$ cat config.mk
export PLATFORM = sky130hd
export DESIGN_NAME = wake_irq_ctrl
export DESIGN_NICKNAME = d
export VERILOG_FILES = /design/src/verilog/wake_pkg.sv /design/src/verilog/sync_2ff.sv /design/src/verilog/warmup_counter.sv /design/src/verilog/wake_irq_ctrl.sv
export SDC_FILE = /design/constraint.sdc
export NUM_CORES = 1
export LEC_CHECK = 0
export BUFFER_PORTS_ARGS = -buffer_cell sky130_fd_sc_hd__buf_4
export CORE_ASPECT_RATIO = 0.6
export CORE_MARGIN = 2
export CORE_UTILIZATION = 53
export DETAILED_ROUTE_END_ITERATION = 8
export PLACE_DENSITY = 0.9
export SYNTH_ARGS = -nofsm -noshare
export SYNTH_HDL_FRONTEND = slang
export SYNTH_SLANG_ARGS = --single-unit
$ cat constraint.sdc
create_clock -name hclk -period 4.7 [get_ports hclk]
set_clock_uncertainty 0.1 [all_clocks]
set_input_delay 1.175 -clock hclk [delete_from_list [all_inputs] [get_ports hclk]]
set_output_delay 1.175 -clock hclk [all_outputs]
set_load 0.005 [all_outputs]
$ cat src/verilog/wake_pkg.sv
// constants and types shared by the wakeup and interrupt-enable block
package wake_pkg;

    // ****************************************************************
    // register indices (byte address is four times the index)
    // ****************************************************************
    localparam logic [7:0] PB_WAKE_MASK_IDX = 8'hc0; // port_b_wake_mask
    localparam logic [7:0] IRQ_FLAGS_IDX = 8'hc8; // irq_request_flags
    localparam logic [7:0] IRQ_EN_IDX = 8'hc9; // interrupt_enable_bits
    localparam logic [7:0] MODE_CTRL_IDX = 8'hca; // mode request bits
    localparam logic [7:0] OSC_CFG_IDX = 8'hcb; // oscillator type
    localparam logic [7:0] STACK_PTR_IDX = 8'hdf; // stack_pointer_reg

    // ****************************************************************
    // widths, field positions and reset values
    // ****************************************************************
    localparam int PB_W = 7; // port b pins with wake function
    localparam logic [6:0] PB_WAKE_MASK_RST = 7'h00;
    localparam logic [7:0] IRQ_EN_RST = 8'h00;
    localparam logic [7:0] IRQ_FLAGS_RST = 8'h00;
    localparam logic [7:0] IRQ_BITS_MASK = 8'h73; // implemented bits
    localparam int EXT_A_BIT = 0;
    localparam int EXT_B_BIT = 1;
    localparam int WAKE_TMR_BIT = 4;
    localparam int CNT_TMR_BIT = 5;
    localparam int SEC_TMR_BIT = 6;
    localparam int GIE_BIT = 7;
    localparam logic GIE_RST = 1'b0;
    localparam logic [2:0] STACK_PTR_RST = 3'h7;
    localparam int SLEEP_REQ_BIT = 0;
    localparam int IDLE_REQ_BIT = 1;
    localparam int SLOW_SEL_BIT = 2;
    localparam int PC_W = 12;
    localparam logic [11:0] IRQ_VECTOR_PC = 12'h008;

    // ****************************************************************
    // warm-up lengths in oscillator periods
    // ****************************************************************
    localparam int WARM_W = 16;
    localparam logic [15:0] WARM_HX_CNT = 16'h0a00; // 2560 high clocks
    localparam logic [15:0] WARM_RC_CNT = 16'h0020; // 32 periods
    localparam logic [15:0] WARM_IH_RC_CNT = 16'h0120; // 288 low clocks
    localparam int WARM_LX_CNT_DEF = 16640; // 2^14 + 256 low clocks

    // oscillator configuration
    typedef enum logic [2:0] {
        OSC_HX = 3'b000, // external high-speed crystal
        OSC_RC = 3'b001, // external rc, high or low speed
        OSC_LX = 3'b010, // external low-speed crystal
        OSC_IH_LRC = 3'b011, // internal high osc, low osc is rc
        OSC_IH_LX = 3'b100 // internal high osc, low osc is crystal
    } osc_type_t;

    // power state
    typedef enum logic [2:0] {
        ST_NORMAL = 3'b000,
        ST_SLOW = 3'b001,
        ST_SLEEP = 3'b010,
        ST_IDLE = 3'b011,
        ST_WARMUP = 3'b100
    } pwr_state_t;

endpackage

$ cat src/verilog/sync_2ff.sv
// two flip-flop synchroniser for a bundle of asynchronous levels
`timescale 1ns/100ps
`default_nettype none
module sync_2ff #(
    parameter int W = 1
) (
    input wire logic clk,
    input wire logic rst_n,
    input wire logic [W-1:0] d,
    output logic [W-1:0] q
);
    logic [W-1:0] meta_q; // first stage, read only by the second

    // ****************************************************************
    // two stages
    // ****************************************************************
    always_ff @(posedge clk or negedge rst_n) begin
        if (!rst_n) begin
            meta_q <= '0;
            q <= '0;
        end else begin
            meta_q <= d;
            q <= meta_q;
        end
    end
endmodule
`default_nettype wire

$ cat src/verilog/warmup_counter.sv
// warm-up counter: counts ticks while running, flags the terminal count
`timescale 1ns/100ps
`default_nettype none
module warmup_counter #(
    parameter int W = 16
) (
    input wire logic clk,
    input wire logic rst_n,
    input wire logic run,
    input wire logic tick,
    input wire logic [W-1:0] len,
    output logic done
);
    logic [W-1:0] count_q; // periods counted so far
    logic [W-1:0] count_d;

    // next count: cleared while stopped, saturates at the length
    always_comb begin
        count_d = count_q;
        if (!run) begin
            count_d = '0;
        end else if (tick && count_q != len) begin
            count_d = count_q + W'(1);
        end
    end

    // register the count
    always_ff @(posedge clk or negedge rst_n) begin
        if (!rst_n) begin
            count_q <= '0;
        end else begin
            count_q <= count_d;
        end
    end

    // terminal count reached
    assign done = run && (count_q == len);
endmodule
`default_nettype wire

$ cat src/verilog/wake_irq_ctrl.sv
// wakeup, warm-up timing and interrupt enable logic with ahb-lite registers
//
// Contract
// - sleep wakes only on pin change, to normal
// - idle wakes on pins or timer, previous mode
// - idle wakeup resumes with no warm-up
// - high crystal waits 2560 high clocks
// - rc oscillator waits 32 periods
// - low crystal waits 2^14+256 low clocks
// - internal oscillator counts 288 or 2^14+256 low
// - any enabled pin level change wakes
// - port a always wakes, port b masked
// - port b mask write-only, bits 6:0, zero
// - five sources, three timers, two pins
// - pin request stays latched through warm-up
// - taking interrupt clears global enable
// - return from interrupt sets global enable
// - taking interrupt adds stack level, vector 8
// - enable bits 0,1,4,5,6, reset zero
// - request flags set regardless of enables
// - request bits self-clear on wakeup
// - no interrupt without global enable, bit 7
`timescale 1ns/100ps
`default_nettype none
module wake_irq_ctrl
    import wake_pkg::*;
#(
    parameter int PA_W = 8,
    parameter int unsigned WARM_LX_CNT = WARM_LX_CNT_DEF
) (
    input wire logic hclk,
    input wire logic hresetn,
    input wire logic hsel,
    input wire logic [31:0] haddr,
    input wire logic [1:0] htrans,
    input wire logic hwrite,
    input wire logic [2:0] hsize,
    input wire logic [31:0] hwdata,
    input wire logic hready,
    output logic [31:0] hrdata,
    output logic hreadyout,
    output logic hresp,
    input wire logic [PA_W-1:0] port_a_pin,
    input wire logic [PB_W-1:0] port_b_pin,
    input wire logic osc_running_pin,
    input wire logic low_clk_pin,
    input wire logic wake_timer_ovf,
    input wire logic counter_timer_ovf,
    input wire logic second_timer_ovf,
    input wire logic cpu_irq_take,
    input wire logic cpu_return_from_irq,
    output logic cpu_run,
    output logic cpu_slow,
    output logic irq_pending,
    output logic pc_load,
    output logic [PC_W-1:0] pc_vector
);

    // ****************************************************************
    // pin synchronisers
    // ****************************************************************
    logic [PA_W+PB_W+1:0] sync_q; // all asynchronous pins, synced
    logic [PA_W-1:0] pa_s; // port a levels
    logic [PB_W-1:0] pb_s; // port b levels
    logic osc_ok_s; // selected oscillator produces edges
    logic lclk_s; // low clock level

    sync_2ff #(.W(PA_W + PB_W + 2)) u_sync (
        .clk(hclk),
        .rst_n(hresetn),
        .d({low_clk_pin, osc_running_pin, port_b_pin, port_a_pin}),
        .q(sync_q)
    );
    assign {lclk_s, osc_ok_s, pb_s, pa_s} = sync_q;

    // ****************************************************************
    // state
    // ****************************************************************
    logic [6:0] pb_mask_q, pb_mask_d; // port_b_pin_wake_enable bits
    logic [7:0] irq_en_q, irq_en_d; // interrupt_enable_bits
    logic [7:0] irq_flag_q, irq_flag_d; // irq_request_flags
    logic gie_q, gie_d; // global_irq_enable
    logic [2:0] stk_q, stk_d; // stack level pointer
    logic sleep_req_q, sleep_req_d; // sleep_request_bit
    logic idle_req_q, idle_req_d; // idle_request_bit
    logic slow_q, slow_d; // slow mode selected
    osc_type_t osc_q, osc_d; // oscillator configuration
    pwr_state_t state_q, state_d; // power state
    logic [PA_W-1:0] snap_a_q, snap_a_d; // port a at mode entry
    logic [PB_W-1:0] snap_b_q, snap_b_d; // port b at mode entry
    logic [1:0] ext_prev_q; // last levels of the two irq lines
    logic lclk_prev_q; // last low clock level
    logic pc_load_q, pc_load_d; // vector load pulse

    // ****************************************************************
    // ahb-lite slave
    // ****************************************************************
    logic ap_valid; // address phase accepted this cycle
    logic addr_ok; // aligned and inside the register window
    logic [7:0] ap_idx; // register index of the address phase
    logic wr_q, wr_d; // write data phase pending
    logic [7:0] wr_idx_q, wr_idx_d; // index of that write
    logic [31:0] rdata; // read mux
    logic [31:0] hrdata_q, hrdata_d; // registered read data

    assign ap_valid = hsel && htrans[1] && hready;
    assign addr_ok = (haddr[31:10] == 22'h0) && (haddr[1:0] == 2'b00);
    assign ap_idx = haddr[9:2];

    // read mux; write-only and unmapped words read zero
    always_comb begin
        rdata = 32'h0000_0000;
        if (!addr_ok) begin
            rdata = 32'h0000_0000;
        end else if (ap_idx == IRQ_FLAGS_IDX) begin
            rdata = {24'h00_0000, irq_flag_q};
        end else if (ap_idx == IRQ_EN_IDX) begin
            rdata = {24'h00_0000, irq_en_q};
        end else if (ap_idx == STACK_PTR_IDX) begin
            rdata = {24'h00_0000, gie_q, 4'h0, stk_q};
        end else if (ap_idx == MODE_CTRL_IDX) begin
            rdata = {25'h000_0000, state_q, 1'b0, slow_q, idle_req_q,
                     sleep_req_q};
        end else if (ap_idx == OSC_CFG_IDX) begin
            rdata = {29'h0000_0000, osc_q};
        end
    end

    // bus phase bookkeeping
    always_comb begin
        wr_d = ap_valid && hwrite && addr_ok;
        wr_idx_d = ap_valid ? ap_idx : wr_idx_q;
        hrdata_d = (ap_valid && !hwrite) ? rdata : hrdata_q;
    end

    always_ff @(posedge hclk or negedge hresetn) begin
        if (!hresetn) begin
            wr_q <= 1'b0;
            wr_idx_q <= 8'h00;
            hrdata_q <= 32'h0000_0000;
        end else begin
            wr_q <= wr_d;
            wr_idx_q <= wr_idx_d;
            hrdata_q <= hrdata_d;
        end
    end

    // zero wait states, always okay
    assign hrdata = hrdata_q;
    assign hreadyout = 1'b1;
    assign hresp = 1'b0;

    // ****************************************************************
    // wake detection and interrupt events
    // ****************************************************************
    logic [PA_W-1:0] pa_chg; // port a differs from snapshot
    logic [PB_W-1:0] pb_chg; // enabled port b differs from snapshot
    logic pin_wake; // any wake-capable pin changed
    logic [7:0] ev; // request events this cycle
    logic take; // interrupt accepted by the cpu

    assign pa_chg = pa_s ^ snap_a_q;
    assign pb_chg = (pb_s ^ snap_b_q) & pb_mask_q;
    assign pin_wake = (|pa_chg) || (|pb_chg);

    always_comb begin
        ev = 8'h00;
        ev[EXT_A_BIT] = ext_prev_q[0] & ~pa_s[0];
        ev[EXT_B_BIT] = ext_prev_q[1] & ~pa_s[1];
        ev[WAKE_TMR_BIT] = wake_timer_ovf;
        ev[CNT_TMR_BIT] = counter_timer_ovf;
        ev[SEC_TMR_BIT] = second_timer_ovf;
    end

    assign irq_pending = gie_q && cpu_run && (|(irq_flag_q & irq_en_q));
    assign take = cpu_irq_take && irq_pending;

    // ****************************************************************
    // warm-up timing
    // ****************************************************************
    logic [WARM_W-1:0] warm_len; // periods to wait
    logic warm_low; // count on the low clock
    logic warm_run; // counter enabled
    logic warm_done; // terminal count reached

    // length by oscillator type
    always_comb begin
        warm_low = 1'b1;
        warm_len = WARM_W'(WARM_LX_CNT);
        case (osc_q)
            OSC_HX: begin
                warm_low = 1'b0;
                warm_len = WARM_HX_CNT;
            end
            OSC_RC: begin
                warm_low = 1'b0;
                warm_len = WARM_RC_CNT;
            end
            OSC_IH_LRC: warm_len = WARM_IH_RC_CNT;
            default: warm_len = WARM_W'(WARM_LX_CNT);
        endcase
    end

    assign warm_run = (state_q == ST_WARMUP) && osc_ok_s;

    warmup_counter #(.W(WARM_W)) u_warm (
        .clk(hclk),
        .rst_n(hresetn),
        .run(warm_run),
        .tick(warm_low ? (lclk_s & ~lclk_prev_q) : 1'b1),
        .len(warm_len),
        .done(warm_done)
    );

    // ****************************************************************
    // registers and power state machine
    // ****************************************************************
    always_comb begin
        pb_mask_d = pb_mask_q;
        irq_en_d = irq_en_q;
        irq_flag_d = irq_flag_q;
        gie_d = gie_q;
        stk_d = stk_q;
        sleep_req_d = sleep_req_q;
        idle_req_d = idle_req_q;
        slow_d = slow_q;
        osc_d = osc_q;
        state_d = state_q;
        snap_a_d = snap_a_q;
        snap_b_d = snap_b_q;
        // software writes in the data phase
        if (wr_q) begin
            if (wr_idx_q == PB_WAKE_MASK_IDX) begin
                pb_mask_d = hwdata[6:0];
            end else if (wr_idx_q == IRQ_EN_IDX) begin
                irq_en_d = hwdata[7:0] & IRQ_BITS_MASK;
            end else if (wr_idx_q == IRQ_FLAGS_IDX) begin
                irq_flag_d = hwdata[7:0] & IRQ_BITS_MASK;
            end else if (wr_idx_q == STACK_PTR_IDX) begin
                gie_d = hwdata[GIE_BIT];
                stk_d = hwdata[2:0];
            end else if (wr_idx_q == MODE_CTRL_IDX) begin
                sleep_req_d = hwdata[SLEEP_REQ_BIT];
                idle_req_d = hwdata[IDLE_REQ_BIT];
                slow_d = hwdata[SLOW_SEL_BIT];
            end else if (wr_idx_q == OSC_CFG_IDX) begin
                osc_d = osc_type_t'(hwdata[2:0]);
            end
        end
        irq_flag_d = irq_flag_d | ev;
        if (take) begin
            gie_d = 1'b0;
            stk_d = stk_q - 3'h1;
        end else if (cpu_return_from_irq) begin
            gie_d = 1'b1;
            stk_d = stk_q + 3'h1;
        end
        case (state_q)
            ST_NORMAL, ST_SLOW: begin
                // pins tracked until the mode is left
                snap_a_d = pa_s;
                snap_b_d = pb_s;
                if (sleep_req_q) begin
                    state_d = ST_SLEEP;
                end else if (idle_req_q) begin
                    state_d = ST_IDLE;
                end else begin
                    state_d = slow_q ? ST_SLOW : ST_NORMAL;
                end
            end
            ST_SLEEP: begin
                if (pin_wake) begin
                    state_d = ST_WARMUP;
                    sleep_req_d = 1'b0;
                    slow_d = 1'b0;
                end
            end
            ST_IDLE: begin
                if (pin_wake || wake_timer_ovf) begin
                    state_d = slow_q ? ST_SLOW : ST_NORMAL;
                    idle_req_d = 1'b0;
                end
            end
            ST_WARMUP: begin
                if (warm_done) begin
                    state_d = ST_NORMAL;
                end
            end
            default: state_d = ST_NORMAL;
        endcase
        pc_load_d = take;
    end

    always_ff @(posedge hclk or negedge hresetn) begin
        if (!hresetn) begin
            pb_mask_q <= PB_WAKE_MASK_RST;
            irq_en_q <= IRQ_EN_RST;
            irq_flag_q <= IRQ_FLAGS_RST;
            gie_q <= GIE_RST;
            stk_q <= STACK_PTR_RST;
            sleep_req_q <= 1'b0;
            idle_req_q <= 1'b0;
            slow_q <= 1'b0;
            osc_q <= OSC_HX;
            state_q <= ST_NORMAL;
            snap_a_q <= '0;
            snap_b_q <= '0;
            ext_prev_q <= 2'b00;
            lclk_prev_q <= 1'b0;
            pc_load_q <= 1'b0;
        end else begin
            pb_mask_q <= pb_mask_d;
            irq_en_q <= irq_en_d;
            irq_flag_q <= irq_flag_d;
            gie_q <= gie_d;
            stk_q <= stk_d;
            sleep_req_q <= sleep_req_d;
            idle_req_q <= idle_req_d;
            slow_q <= slow_d;
            osc_q <= osc_d;
            state_q <= state_d;
            snap_a_q <= snap_a_d;
            snap_b_q <= snap_b_d;
            ext_prev_q <= pa_s[1:0];
            lclk_prev_q <= lclk_s;
            pc_load_q <= pc_load_d;
        end
    end

    // cpu side
    assign cpu_run = (state_q == ST_NORMAL) || (state_q == ST_SLOW);
    assign cpu_slow = (state_q == ST_SLOW);
    assign pc_load = pc_load_q;
    assign pc_vector = IRQ_VECTOR_PC;
endmodule
`default_nettype wire

Word level (Yosys, flattened, before mapping)
Cells that the tools add are included.
{"block": "totals", "ff_bits": 143, "in_bits": 96, "output_inout_bits": 50, "word_cells": 157}
{"block": "classes", "add_sub_neg": 3, "n_eq_ne": 26, "n_mux": 59, "bitwise": 16, "n_reduce_logical": 32}
{"op": "8-bit == test (second input constant)", "count": 11}
{"op": "32-bit two-way mux", "count": 2}
{"op": "8-bit two-way mux", "count": 6}
{"op": "15-bit one-hot mux with 3 select lines", "count": 1}
{"op": "1-bit two-way mux", "count": 33}
{"op": "3-bit two-way mux", "count": 11}
{"op": "16-bit two-way mux", "count": 2}
{"op": "22-bit logical NOT", "count": 1}
{"op": "16-bit by 1-bit adder with 16-bit output (second input constant)", "count": 1}
{"op": "16-bit by 15-bit == test with 1-bit output", "count": 1}
{"op": "16-bit by 15-bit inequality test with 1-bit output", "count": 1}
{"op": "8-bit OR reduction", "count": 2}
{"op": "1-bit logical AND", "count": 12}
{"op": "3-bit one-hot mux with 4 select lines", "count": 1}
{"op": "3-bit by 2-bit == test with 1-bit output (second input constant)", "count": 3}
{"op": "3-bit inequality test (second input constant)", "count": 3}
{"op": "8-bit by 7-bit bitwise AND with 8-bit output", "count": 1}
{"op": "1-bit NOT", "count": 8}
{"op": "8-bit by 7-bit bitwise OR with 8-bit output", "count": 1}
{"op": "8-bit bitwise XOR", "count": 1}
{"op": "7-bit bitwise AND", "count": 1}
{"op": "7-bit two-way mux", "count": 1}
{"op": "7-bit AND reduction", "count": 1}
{"op": "7-bit OR reduction", "count": 1}
{"op": "18 further kinds", "count": 30}

Logic depth before layout (Yosys ltp)
Gate-level depths: netlist (run 1).
{"block": "logic_depth", "ltp_word": 9, "mapped_depth": 7, "depth_no_buf": 7}

By module
Synthesis (run 1) repeated with hierarchy kept, for this count alone.
{"block": "unflattened", "cells_unflattened": 470, "hier_area_um2": 5471.5}
{"module": "wake_irq_ctrl", "instances": 1, "cells_per_inst": 317, "area_per_inst_um2": 3513.4}
{"module": "warmup_counter", "instances": 1, "cells_per_inst": 119, "area_per_inst_um2": 1107.3}
{"module": "sync_2ff", "instances": 1, "cells_per_inst": 34, "area_per_inst_um2": 850.8}

Worst setup path after synthesis (run 1)
OpenSTA, ideal clock, no wires.
{"block": "synth_path", "path_type": "input-to-reg", "startpoint": "in haddr[7]", "endpoint": "reg hrdata_q[1] (netlist: hrdata[1])", "setup_time_ps": 110, "arrival_time_ps": 2242, "slack_ps": 2248, "stages": 5, "path_cell_list": "nand4b_1 > or3_1 > a21oi_1 > o21ai_0 > o41ai_1"}
{"block": "synth_between", "elab_chain_len": 7, "word_cells_on_any_way": 11, "classes_between": "eq/ne (5); mux (6)"}
{"element": "start, declared", "line": "wake_irq_ctrl.sv:34", "text": "input wire logic [31:0] haddr,"}
{"element": "8-bit == test", "line": "wake_irq_ctrl.sv:124", "text": "end else if (ap_idx == OSC_CFG_IDX) begin"}
{"element": "3-bit two-way mux", "line": "wake_irq_ctrl.sv:124"}
{"element": "7-bit two-way mux", "line": "wake_irq_ctrl.sv:121", "text": "end else if (ap_idx == MODE_CTRL_IDX) begin"}
{"element": "8-bit two-way mux", "line": "wake_irq_ctrl.sv:119", "text": "end else if (ap_idx == STACK_PTR_IDX) begin"}
{"element": "8-bit two-way mux", "line": "wake_irq_ctrl.sv:117", "text": "end else if (ap_idx == IRQ_EN_IDX) begin"}
{"element": "32-bit two-way mux *", "line": "wake_irq_ctrl.sv:115", "text": "end else if (ap_idx == IRQ_FLAGS_IDX) begin"}
{"element": "32-bit two-way mux *", "line": "wake_irq_ctrl.sv:113", "text": "if (!addr_ok) begin"}
{"element": "end signal, assigned", "line": "wake_irq_ctrl.sv:144", "text": "hrdata_q <= hrdata_d;"}
{"element": "end, declared", "line": "wake_irq_ctrl.sv:104", "text": "logic [31:0] hrdata_q, hrdata_d;"}
Mark *: on every way between the ends. The rest lies on a longest branch, timed or not.
A chain may end at the register's enable or synchronous reset.

Worst setup path after layout (run 1)
{"block": "layout_path", "startpoint": "reg state_q[2]", "endpoint": "out irq_pending"}
{"block": "layout_between", "elab_chain_len": 4, "word_cells_on_any_way": 5, "classes_between": "eq/ne (1); reduce/logical (4)"}
{"element": "start, declared", "line": "wake_irq_ctrl.sv:88", "text": "pwr_state_t state_q, state_d;"}
{"element": "start signal, assigned", "line": "wake_irq_ctrl.sv:321", "text": "state_q <= state_d;"}
{"element": "3-bit by 1-bit == test with 1-bit output or 3-bit logical NOT (tied branches)", "line": "wake_irq_ctrl.sv:331", "text": "assign cpu_run = (state_q == ST_NORMAL) || (state_q == ST_SLOW);"}
{"element": "1-bit logical OR *", "line": "wake_irq_ctrl.sv:331"}
{"element": "1-bit logical AND * (2 in series)", "line": "wake_irq_ctrl.sv:175", "text": "assign irq_pending = gie_q && cpu_run && (|(irq_flag_q & irq_en_q));"}
{"element": "end, declared", "line": "wake_irq_ctrl.sv:54", "text": "output logic irq_pending,"}
Marks and branches as above.

==> metrics.txt, run 1 <==
run status completed; largest net degree at the start of global routing 87; Req. time, crit path 3420 ps; setup slack after layout 1687 ps; antenna cell count 0; Synth Area per Inst 11.49 sq um; HPWL after DPL 8.207 mm; vias in the first global route 3785; complex-gate fraction of the synthesized area 7.779%; PwrDens 463.7 nW/um^2; Async SR Flop Fraction 100.0%; Die ar. 10860 sq um; total congestion overflow 0; drt first pass iters 5; slowest CP cell dfrtp_1; final setup TNS 0 ps; Cell Rows 28; Pleak 2.977 nW; Netlist cell types 57; port bufs 78; most frequent cells in the layout 112 x dfrtp_1, 81 x buf_4, 39 x mux2_2, 39 x conb_1, 35 x nor2_1; Top Ports 146; Synth Flop Type dfrtp_1; share of cells above drive strength 1 27.78%; H-tree depth 4; final setup vio count 0; Placement Setup Slack 1862 ps; proportion of synthesized area in mux cells 10.54%; routability cong. 0.8625; initial antenna violation count 0; chip height 81.52 um; CORE AREA 9809 sq um; post-synthesis simple-gate area fraction 14.05%; CP arrival 1740 ps; crit path kind flip-flop to output port; max_slew headroom 29.96%; Post-Route WL 11.75 mm; placed cell count 663; clock sinks 115; post-CTS setup buffer count 0; EDFF count, synth 0; starting density of the core 54.11%; TritonCTS buffer count 17; yosys warns 0; final core occ 65.47%; GRT Total Usage 23.36%; post-synthesis xor/xnor area fraction 4.620%; FILL cells 728; Residual DRC 0; CP cell instances or3b_1, a21oi_1, buf_4; Synth Instances 462; Seq cells post-synth 115; CP peak stage delay 480 ps; CTS-repair resized insts 0; final hold viol count 0; hold crit path type flip-flop to flip-flop; most common cell after layout, fill and taps aside dfrtp_1; CTS tree done; VDD IR max 0.3055 mV; Final #Nets 647; max cap viols 0; Detail Route Antenna Nets 0; fmax 331.9 MHz; Clock Path Buffers 2; Hold WS 243.6 ps; post-synth top area share 52.81%; post-synthesis sequential area ratio 54.29%; post-synthesis adder-cell area fraction 0.9430%; crit path max fanout 8; routed vias 3756; first-pass GRT wire length 19.08 mm; WP buf/inv 1; via/cell ratio 5.420; worst skew pair latency 400 ps; Post-CTS Hold Fix Bufs 0; capturing element type of the critical path output port; ranking of synthesized cells by area dfrtp_1 53%, mux2_2 8.3%, buf_4 5.7%; largest family of logic cells by synthesized area simple AND/OR/NAND/NOR gates; CP Launch Type flip-flop; Worst-Margin Slew 1051 ps; Worst-path clk slew 50 ps; Root Driver clkbuf_16; die width 133.2 um; Final Instance Count excl. Fillers 693; final worst-path cycle share 64.10%; cell family with most CP delay flip-flops; max-slew violations 0; Avg WL per Cell 16.95 um; Mapped Area 5308 sq um; Area Overhead vs Synth 21.00%; fin crit period 3013 ps; initial drt markers 319; unrepaired setup endpoints after global routing no; cell taking the most area after synthesis dfrtp_1
## synth_stat cells (3+ instances only)
| library cell | count |
|---|---|
| dfrtp_1 | 112 |
| buf_4 | 40 |
| mux2_2 | 39 |
| nor2_1 | 35 |
| nand2_1 | 30 |
| xor2_1 | 24 |
| inv_1 | 13 |
| a21oi_1 | 12 |
| mux2i_1 | 12 |
| and3_1 | 11 |
| nor4_1 | 11 |
| nand4_1 | 10 |
| o21ai_0 | 9 |
| clkbuf_1 | 8 |
| nor3_1 | 7 |
| nand3_1 | 6 |
| o31ai_1 | 6 |
| or3_1 | 6 |
| a211o_1 | 4 |
| ha_1 | 4 |
| nand2b_1 | 4 |
| nor2b_1 | 4 |
| xnor2_1 | 4 |
| a221oi_1 | 3 |
| a22oi_1 | 3 |
| a31oi_1 | 3 |
| dfstp_2 | 3 |
| nand3b_1 | 3 |
## where the power goes
group / internal [mW] / total (mW) / switching, mW
Sequential: 1.14 / 1.26 / 0.127
Combinational: 0.264 / 0.515 / 0.251
Clock: 0.786 / 1.20 / 0.412
## per-stage QoR
stage	instance area [sq um]	power [mW]
after global placement	5867	1.747
after CTS	6422	3.002
after floorplan	5446	1.613
after detailed placement	5867	1.788
final	6422	2.978
after global routing	6422	3.121
## layer usage
metal / vias to the layer above / track usage, % / routed length [um]
met5: - / 0 / 0
met4: 0 / 8.404 / 165
met3: 17 / 8.333 / 1025
met2: 169 / 40.10 / 5765
met1: 1842 / 27.85 / 4791
li1: 1728 / - / -
## path summary, 6_finish.rpt
check | cells past startpoint | to | slack, ps | start
max in group asynchronous | 2 | u_sync.meta_q[10] | 2760 | hresetn
max | 3 | irq_pending | 1690 | state_q[2]
min reg2reg | 0 | u_sync.q[15] | 240 | u_sync.meta_q[15]
max reg2reg | 5 | state_q[0] | 2430 | u_sync.q[1]
min in group asynchronous | 1 | u_sync.meta_q[4] | 860 | hresetn
min | 0 | u_sync.q[15] | 240 | u_sync.meta_q[15]
## registers in the layout (all words and copies together), names as in the netlist
| name | flops |
|---|---|
| osc_q | 3 |
| wr_q | 1 |
| snap_a_q | 8 |
| irq_flag_q | 5 |
| lclk_prev_q | 1 |
| irq_en_q | 5 |
| pb_mask_q | 7 |
| u_sync.q | 17 |
| state_q | 3 |
| u_warm.count_q | 16 |
| pc_load | 1 |
| gie_q | 1 |
| stk_q | 3 |
| slow_q | 1 |
| ext_prev_q | 2 |
| snap_b_q | 7 |
| sleep_req_q | 1 |
| u_sync.meta_q | 17 |
| wr_idx_q | 8 |
| hrdata | 7 |
| idle_req_q | 1 |
## kinds of logic (layout without fill, tap and decap cells)
group	after synthesis	in the layout
AO/OA/AOI/OAI	58	58
XOR/XNOR	28	28
adder cells (fa/ha/maj)	4	4
buffers and inverters	65	124
flip-flops	115	115
multiplexers	51	51
other	2	39
AND/OR/NAND/NOR	139	139
## area by class of cell
cell class	count	area (sq um)	share of cell area (%)
Clock inverter	5	50.05	0.7793
Timing Repair Buffer	81	608.1	9.468
Tap cell	135	168.9	2.630
Inverter	13	48.80	0.7598
Multi-Input combinational cell	319	2160	33.63
Clock buffer	25	505.5	7.871
Sequential cell	115	2882	44.87
No activity file was read; power rests on OpenSTA's default activity.
==> inputs of run 2 (changes only) <==
CORE_UTILIZATION = 47   (was 53)
PLACE_DENSITY = 0.85   (was 0.9)
clock period = 2.5 ns   (was 4.7 ns; I/O delays follow)
==> run 2 against run 1 <==
Compared with the run above:
- final area rose by 0.70%
- setup slack lost 1600 ps
- critical path depth stayed put
- total power is 87% higher
- combinational power rose by 94%
- non-clock buffer count up 5
- register-to-register slack worse by 2100 ps
- core utilization is 5.5 points lower
- cell count up 1.3%
- sequential share of layout area shrank 0.31 points
- largest power group unchanged
- highest routed layer unchanged
==> metrics.txt, run 2 (synthesis results as in run 1) <==
unrepaired setup endpoints after global routing no (unchanged); slowest CP cell dfrtp_1 (unchanged); routed vias 3786 (was 3756); Worst R2R Setup Slack 330 ps (was 2430 ps); Final Cell Area 6467 sq um (was 6422 sq um); capture point of the worst reg-to-reg path state_q[0] (unchanged); final hold viol count 0 (unchanged); Pleak 2.990 nW (was 2.977 nW); initial antenna violation count 0 (unchanged); via/cell ratio 5.393 (was 5.420); Root Driver clkbuf_16 (unchanged); crit path kind flip-flop to output port (unchanged); fin crit period 2393 ps; max cap viols 0 (unchanged); CTS tree done (unchanged); Placement Setup Slack 186.7 ps (was 1862 ps); starting density of the core 49.25% (was 54.11%); Hold WS 215.0 ps (was 243.6 ps); total power 5.578 mW (was 2.978 mW); r2r startpoint u_sync.q[1] (unchanged); Residual DRC 0 (unchanged); most frequent cells in the layout 112 x dfrtp_1, 84 x buf_4, 39 x mux2_2, 39 x conb_1, 35 x nor2_1 (was 112 x dfrtp_1, 81 x buf_4, 39 x mux2_2, 39 x conb_1, 35 x nor2_1); Req. time, crit path 1770 ps (was 3420 ps); final setup TNS 0 ps (unchanged); final setup vio count 0 (unchanged); die width 141.2 um (was 133.2 um); Worst path depth 3 (unchanged); TritonCTS buffer count 17 (unchanged); crit path max fanout 8 (unchanged); Final #Nets 652 (was 647); H-tree depth 4 (unchanged); max_slew headroom 60.76% (was 29.96%); routability cong. 0.8522 (was 0.8625); initial drt markers 249 (was 319); Worst-path clk slew 50 ps (about the same); capturing element type of the critical path output port (unchanged); hold crit path type input port to flip-flop (was flip-flop to flip-flop); final core occ 60.01% (was 65.47%); VDD IR max 0.5624 mV (was 0.3055 mV); Final Instance Count excl. Fillers 702 (was 693); port bufs 78 (unchanged); Register-to-Register Path Depth 5 (unchanged); GRT Total Usage 20.65% (was 23.36%); WP buf/inv 1 (unchanged); Cell Rows 29 (was 28); Detail Route Antenna Nets 0 (unchanged); Die ar. 12190 sq um (was 10860 sq um); total congestion overflow 0 (unchanged); CP Launch Type flip-flop (unchanged); CP arrival 1670 ps (was 1740 ps); largest net degree at the start of global routing 55 (was 87); max-slew violations 0 (unchanged); setup slack after layout 106.5 ps (was 1687 ps); Clock Path Buffers 2 (unchanged); Post-CTS Hold Fix Bufs 1 (was 0); Avg WL per Cell 17.10 um (was 16.95 um); CP cell instances or3b_1, a21oi_1, buf_4 (unchanged); Critical Path Start state_q[1] (was state_q[2]); most common cell after layout, fill and taps aside dfrtp_1 (unchanged); Area Overhead vs Synth 21.85% (was 21.00%); placed cell count 671 (was 663); HPWL after DPL 8.598 mm (was 8.207 mm); antenna cell count 0 (unchanged); post-CTS setup buffer count 0 (unchanged); run status completed (unchanged); vias in the first global route 3736 (was 3785); share of cells above drive strength 1 28.60% (was 27.78%); chip height 86.32 um (was 81.52 um); worst skew pair latency 410 ps (was 400 ps); Top Ports 146 (unchanged); largest registers u_sync.meta_q x17, u_sync.q x17, u_warm.count_q x16 (unchanged); placed inst area 5914 sq um (was 5867 sq um); Post-Route WL 12.00 mm (was 11.75 mm); drt first pass iters 5 (unchanged); crit path to irq_pending (unchanged); first-pass GRT wire length 19.03 mm (was 19.08 mm); PwrDens 862.5 nW/um^2 (was 463.7 nW/um^2); clock sinks 115 (unchanged); CP peak stage delay 470 ps (was 480 ps); final worst-path cycle share 95.74%; cell family with most CP delay flip-flops (unchanged); fmax 417.8 MHz; CORE AREA 10780 sq um (was 9809 sq um); CTS-repair resized insts 0 (unchanged); Worst-Margin Slew 587.0 ps (was 1051 ps)
[run 2: cell types whose count changed in the layout (fill, tap and decap cells not counted), sizes merged]
cell,before,now
clkinvlp,0,3
clkinv,4,6
clkbuf,25,20
dlygate4sd3,0,1
buf,81,85
[run 2: layout make-up]
type	count	area [sq um]
Sequential cell	115	2882
Timing Repair Buffer	86	660.6
Multi-Input combinational cell	319	2160
Clock buffer	20	456.7
Inverter	13	48.80
Fill cell	837	4309
Clock inverter	10	86.33
Tap cell	139	173.9
[run 2: power breakdown]
part           switching (mW)  total [mW]  internal, mW  leakage [nW]
Sequential              0.223        2.36          2.14          1.39
Combinational           0.491        1.00         0.511          1.34
Clock                   0.822        2.22          1.39         0.263
[run 2: worst min-delay path by stage]
stage / start / to / slack (ps) / depth (start not counted)
6_report: osc_running_pin / u_sync.meta_q[15] / 210 / 1
5_1_grt: port_a_pin[6] / u_sync.meta_q[6] / 200 / 1
4_1_cts: port_a_pin[2] / u_sync.meta_q[2] / 200 / 1
3_5_place_dp: u_sync.meta_q[9] / u_sync.q[9] / 240 / 0
3_3_place_gp: u_sync.meta_q[2] / u_sync.q[2] / 240 / 0
2_1_floorplan: hresetn / ext_prev_q[0] / 230 / 0
[run 2: per-layer routing]
| layer | vias to the layer above | wire length [um] | global-route usage, % |
|---|---|---|---|
| met3 | 22 | 888 | 6.519 |
| met5 | - | 0 | 0 |
| met4 | 0 | 191 | 6.909 |
| li1 | 1731 | - | - |
| met1 | 1866 | 5206 | 26.42 |
| met2 | 167 | 5717 | 33.85 |
==> inputs of run 3 (changes only) <==
CORE_MARGIN = not set   (was 2)
SLEW_MARGIN = 20   (was not set)
==> run 3 against run 2 <==
Compared with the run above:
- the run now ends with DRC left
- sequential power is essentially flat
- sequential cell count did not move
- die area decreased by 3.7%
- largest power group unchanged
- register-to-register slack about the same
- largest cell class unchanged
- maximum frequency up 0.72%
- critical endpoint unchanged
- first-iteration DRC count down 7.2%
==> metrics.txt, run 3 (synthesis results as in run 1) <==
Final Cell Area 6416 sq um (was 6467 sq um); capturing element type of the critical path output port (unchanged); CTS tree done (unchanged); TritonCTS buffer count 17 (unchanged); Pleak 2.974 nW (was 2.990 nW); Cell Rows 29 (unchanged); port bufs 78 (unchanged); Top Ports 146 (unchanged); max cap viols 0 (unchanged); initial antenna violation count 0 (unchanged); CP Launch Type flip-flop (unchanged); wire length on met3 828 um (was 888 um); Sw Pwr 1.480 mW (was 1.536 mW); run status finished with violations (was completed); crit path max fanout 8 (unchanged); final setup vio count 0 (unchanged); fmax 420.8 MHz (was 417.8 MHz); worst skew pair latency 410 ps (about the same); CTS-repair resized insts 0 (unchanged); Residual DRC 15 (was 0); Clock Path Buffers 2 (unchanged); post-CTS setup buffer count 0 (unchanged); max layer used met4 (unchanged); Clk pwr share 37.7% (was 39.7%); vias in the first global route 3704 (was 3736); total congestion overflow 0 (unchanged); drt first pass iters 8 (was 5); first-pass GRT wire length 18.90 mm (was 19.03 mm); antenna cell count 0 (unchanged); CP arrival 1650 ps (was 1670 ps); Worst-Margin Slew 603.2 ps (was 587.0 ps); clock sinks 115 (unchanged); placed inst area 5922 sq um (was 5914 sq um); unrepaired setup endpoints after global routing no (unchanged); total power 5.371 mW (was 5.578 mW); max-slew violations 0 (unchanged); routability cong. 0.8615 (was 0.8522); routed vias 3757 (was 3786); GRT Total Usage 21.53% (was 20.65%); failing checks DRC; largest net degree at the start of global routing 56 (was 55); hold crit path type input port to asynchronous set/reset pin (was input port to flip-flop); most frequent cells in the layout 112 x dfrtp_1, 85 x buf_4, 39 x mux2_2, 39 x conb_1, 35 x nor2_1 (was 112 x dfrtp_1, 84 x buf_4, 39 x mux2_2, 39 x conb_1, 35 x nor2_1); HPWL after DPL 8.243 mm (was 8.598 mm); CORE AREA 10780 sq um (unchanged); final setup TNS 0 ps (unchanged); CP peak stage delay 460 ps (was 470 ps); H-tree depth 4 (unchanged); chip height 84.32 um (was 86.32 um); cell family with most CP delay flip-flops (unchanged); Post-Route M1 WL 5.134 mm (was 5.206 mm); Detail Route Antenna Nets 0 (unchanged); Root Driver clkbuf_16 (unchanged); die width 139.2 um (was 141.2 um); Avg WL per Cell 16.54 um (was 17.10 um); max_slew headroom 59.67% (was 60.76%); Combinational Power Share 18.4% (was 18.0%); Req. time, crit path 1770 ps (about the same); met2 routed WL 5.578 mm (was 5.717 mm); crit path kind flip-flop to output port (unchanged); Worst-path clk slew 50 ps (about the same); most common cell after layout, fill and taps aside dfrtp_1 (unchanged); PwrDens 837.2 nW/um^2 (was 862.5 nW/um^2); Final #Nets 652 (unchanged); Die ar. 11740 sq um (was 12190 sq um); fin crit period 2376 ps (was 2393 ps); Reg power frac 44.0% (was 42.3%); slowest CP cell dfrtp_1 (unchanged); final hold viol count 0 (unchanged); share of cells above drive strength 1 27.96% (was 28.60%); Internal Power 3.892 mW (was 4.042 mW); VDD IR max 0.5432 mV (was 0.5624 mV); Switching Share 27.55% (was 27.54%); WP buf/inv 1 (unchanged); largest registers u_sync.meta_q x17, u_sync.q x17, u_warm.count_q x16 (unchanged); CP cell instances or3b_1, a21oi_1, buf_4 (unchanged); starting density of the core 49.25% (unchanged); initial drt markers 231 (was 249); Post-CTS Hold Fix Bufs 0 (was 1); Area Overhead vs Synth 20.89% (was 21.85%); final worst-path cycle share 95.06% (was 95.74%); via/cell ratio 5.337 (was 5.393); Post-Route WL 11.64 mm (was 12.00 mm)
[run 3: through the flow]
| stage | cells | hold WS, ps | util (%) | setup slack [ps] |
|---|---|---|---|---|
| floorplan | 499 | 229.4 | - | 597.8 |
| global placement | 672 | 233.8 | 54.95 | 362.6 |
| detailed placement | 672 | 234.7 | 54.95 | 254.2 |
| CTS | 704 | 109.7 | 59.54 | 124.9 |
| global route | 704 | 135.7 | 59.54 | 6.321 |
| finish | 704 | 106.3 | 59.54 | 123.5 |
[run 3: layout make-up]
class / instances / area, sq um
inverters: 13 / 48.80
repair buffers: 86 / 658.1
clock buffers: 24 / 451.7
well taps: 139 / 173.9
multi-input cells: 319 / 2160
fillers: 858 / 4360
flip-flops and latches: 115 / 2882
clock inverters: 8 / 42.54
[run 3: power by group through the flow]
| stage | clock, mW | combinational [mW] | sequential [mW] |
|---|---|---|---|
| after global placement | 0 | 0.937 | 2.36 |
| final | 2.02 | 0.987 | 2.36 |
| after floorplan | 0 | 0.725 | 2.31 |
| after detailed placement | 0 | 0.985 | 2.38 |
| after CTS | 2.06 | 0.999 | 2.36 |
| after global routing | 2.16 | 1.10 | 2.39 |
[run 3: routing by layer]
metal | up-vias | GRT usage [%]
li1 | 1742 | -
met1 | 1873 | 27.80
met2 | 131 | 34.80
met3 | 11 | 7.245
met4 | 0 | 6.061
met5 | - | 0
[run 3: path summary, 6_finish.rpt]
path | slack [ps] | startpoint | end | depth (start not counted)
setup / recovery | 120 | state_q[1] | irq_pending | 3
setup reg to reg | 330 | u_sync.q[1] | state_q[0] | 5
min in group hclk | 220 | osc_running_pin | u_sync.meta_q[15] | 1
hold / removal | 110 | hresetn | u_sync.meta_q[4] | 1
hold reg to reg | 240 | u_sync.meta_q[11] | u_sync.q[11] | 0
max in group asynchronous | 1500 | hresetn | snap_b_q[2] | 2
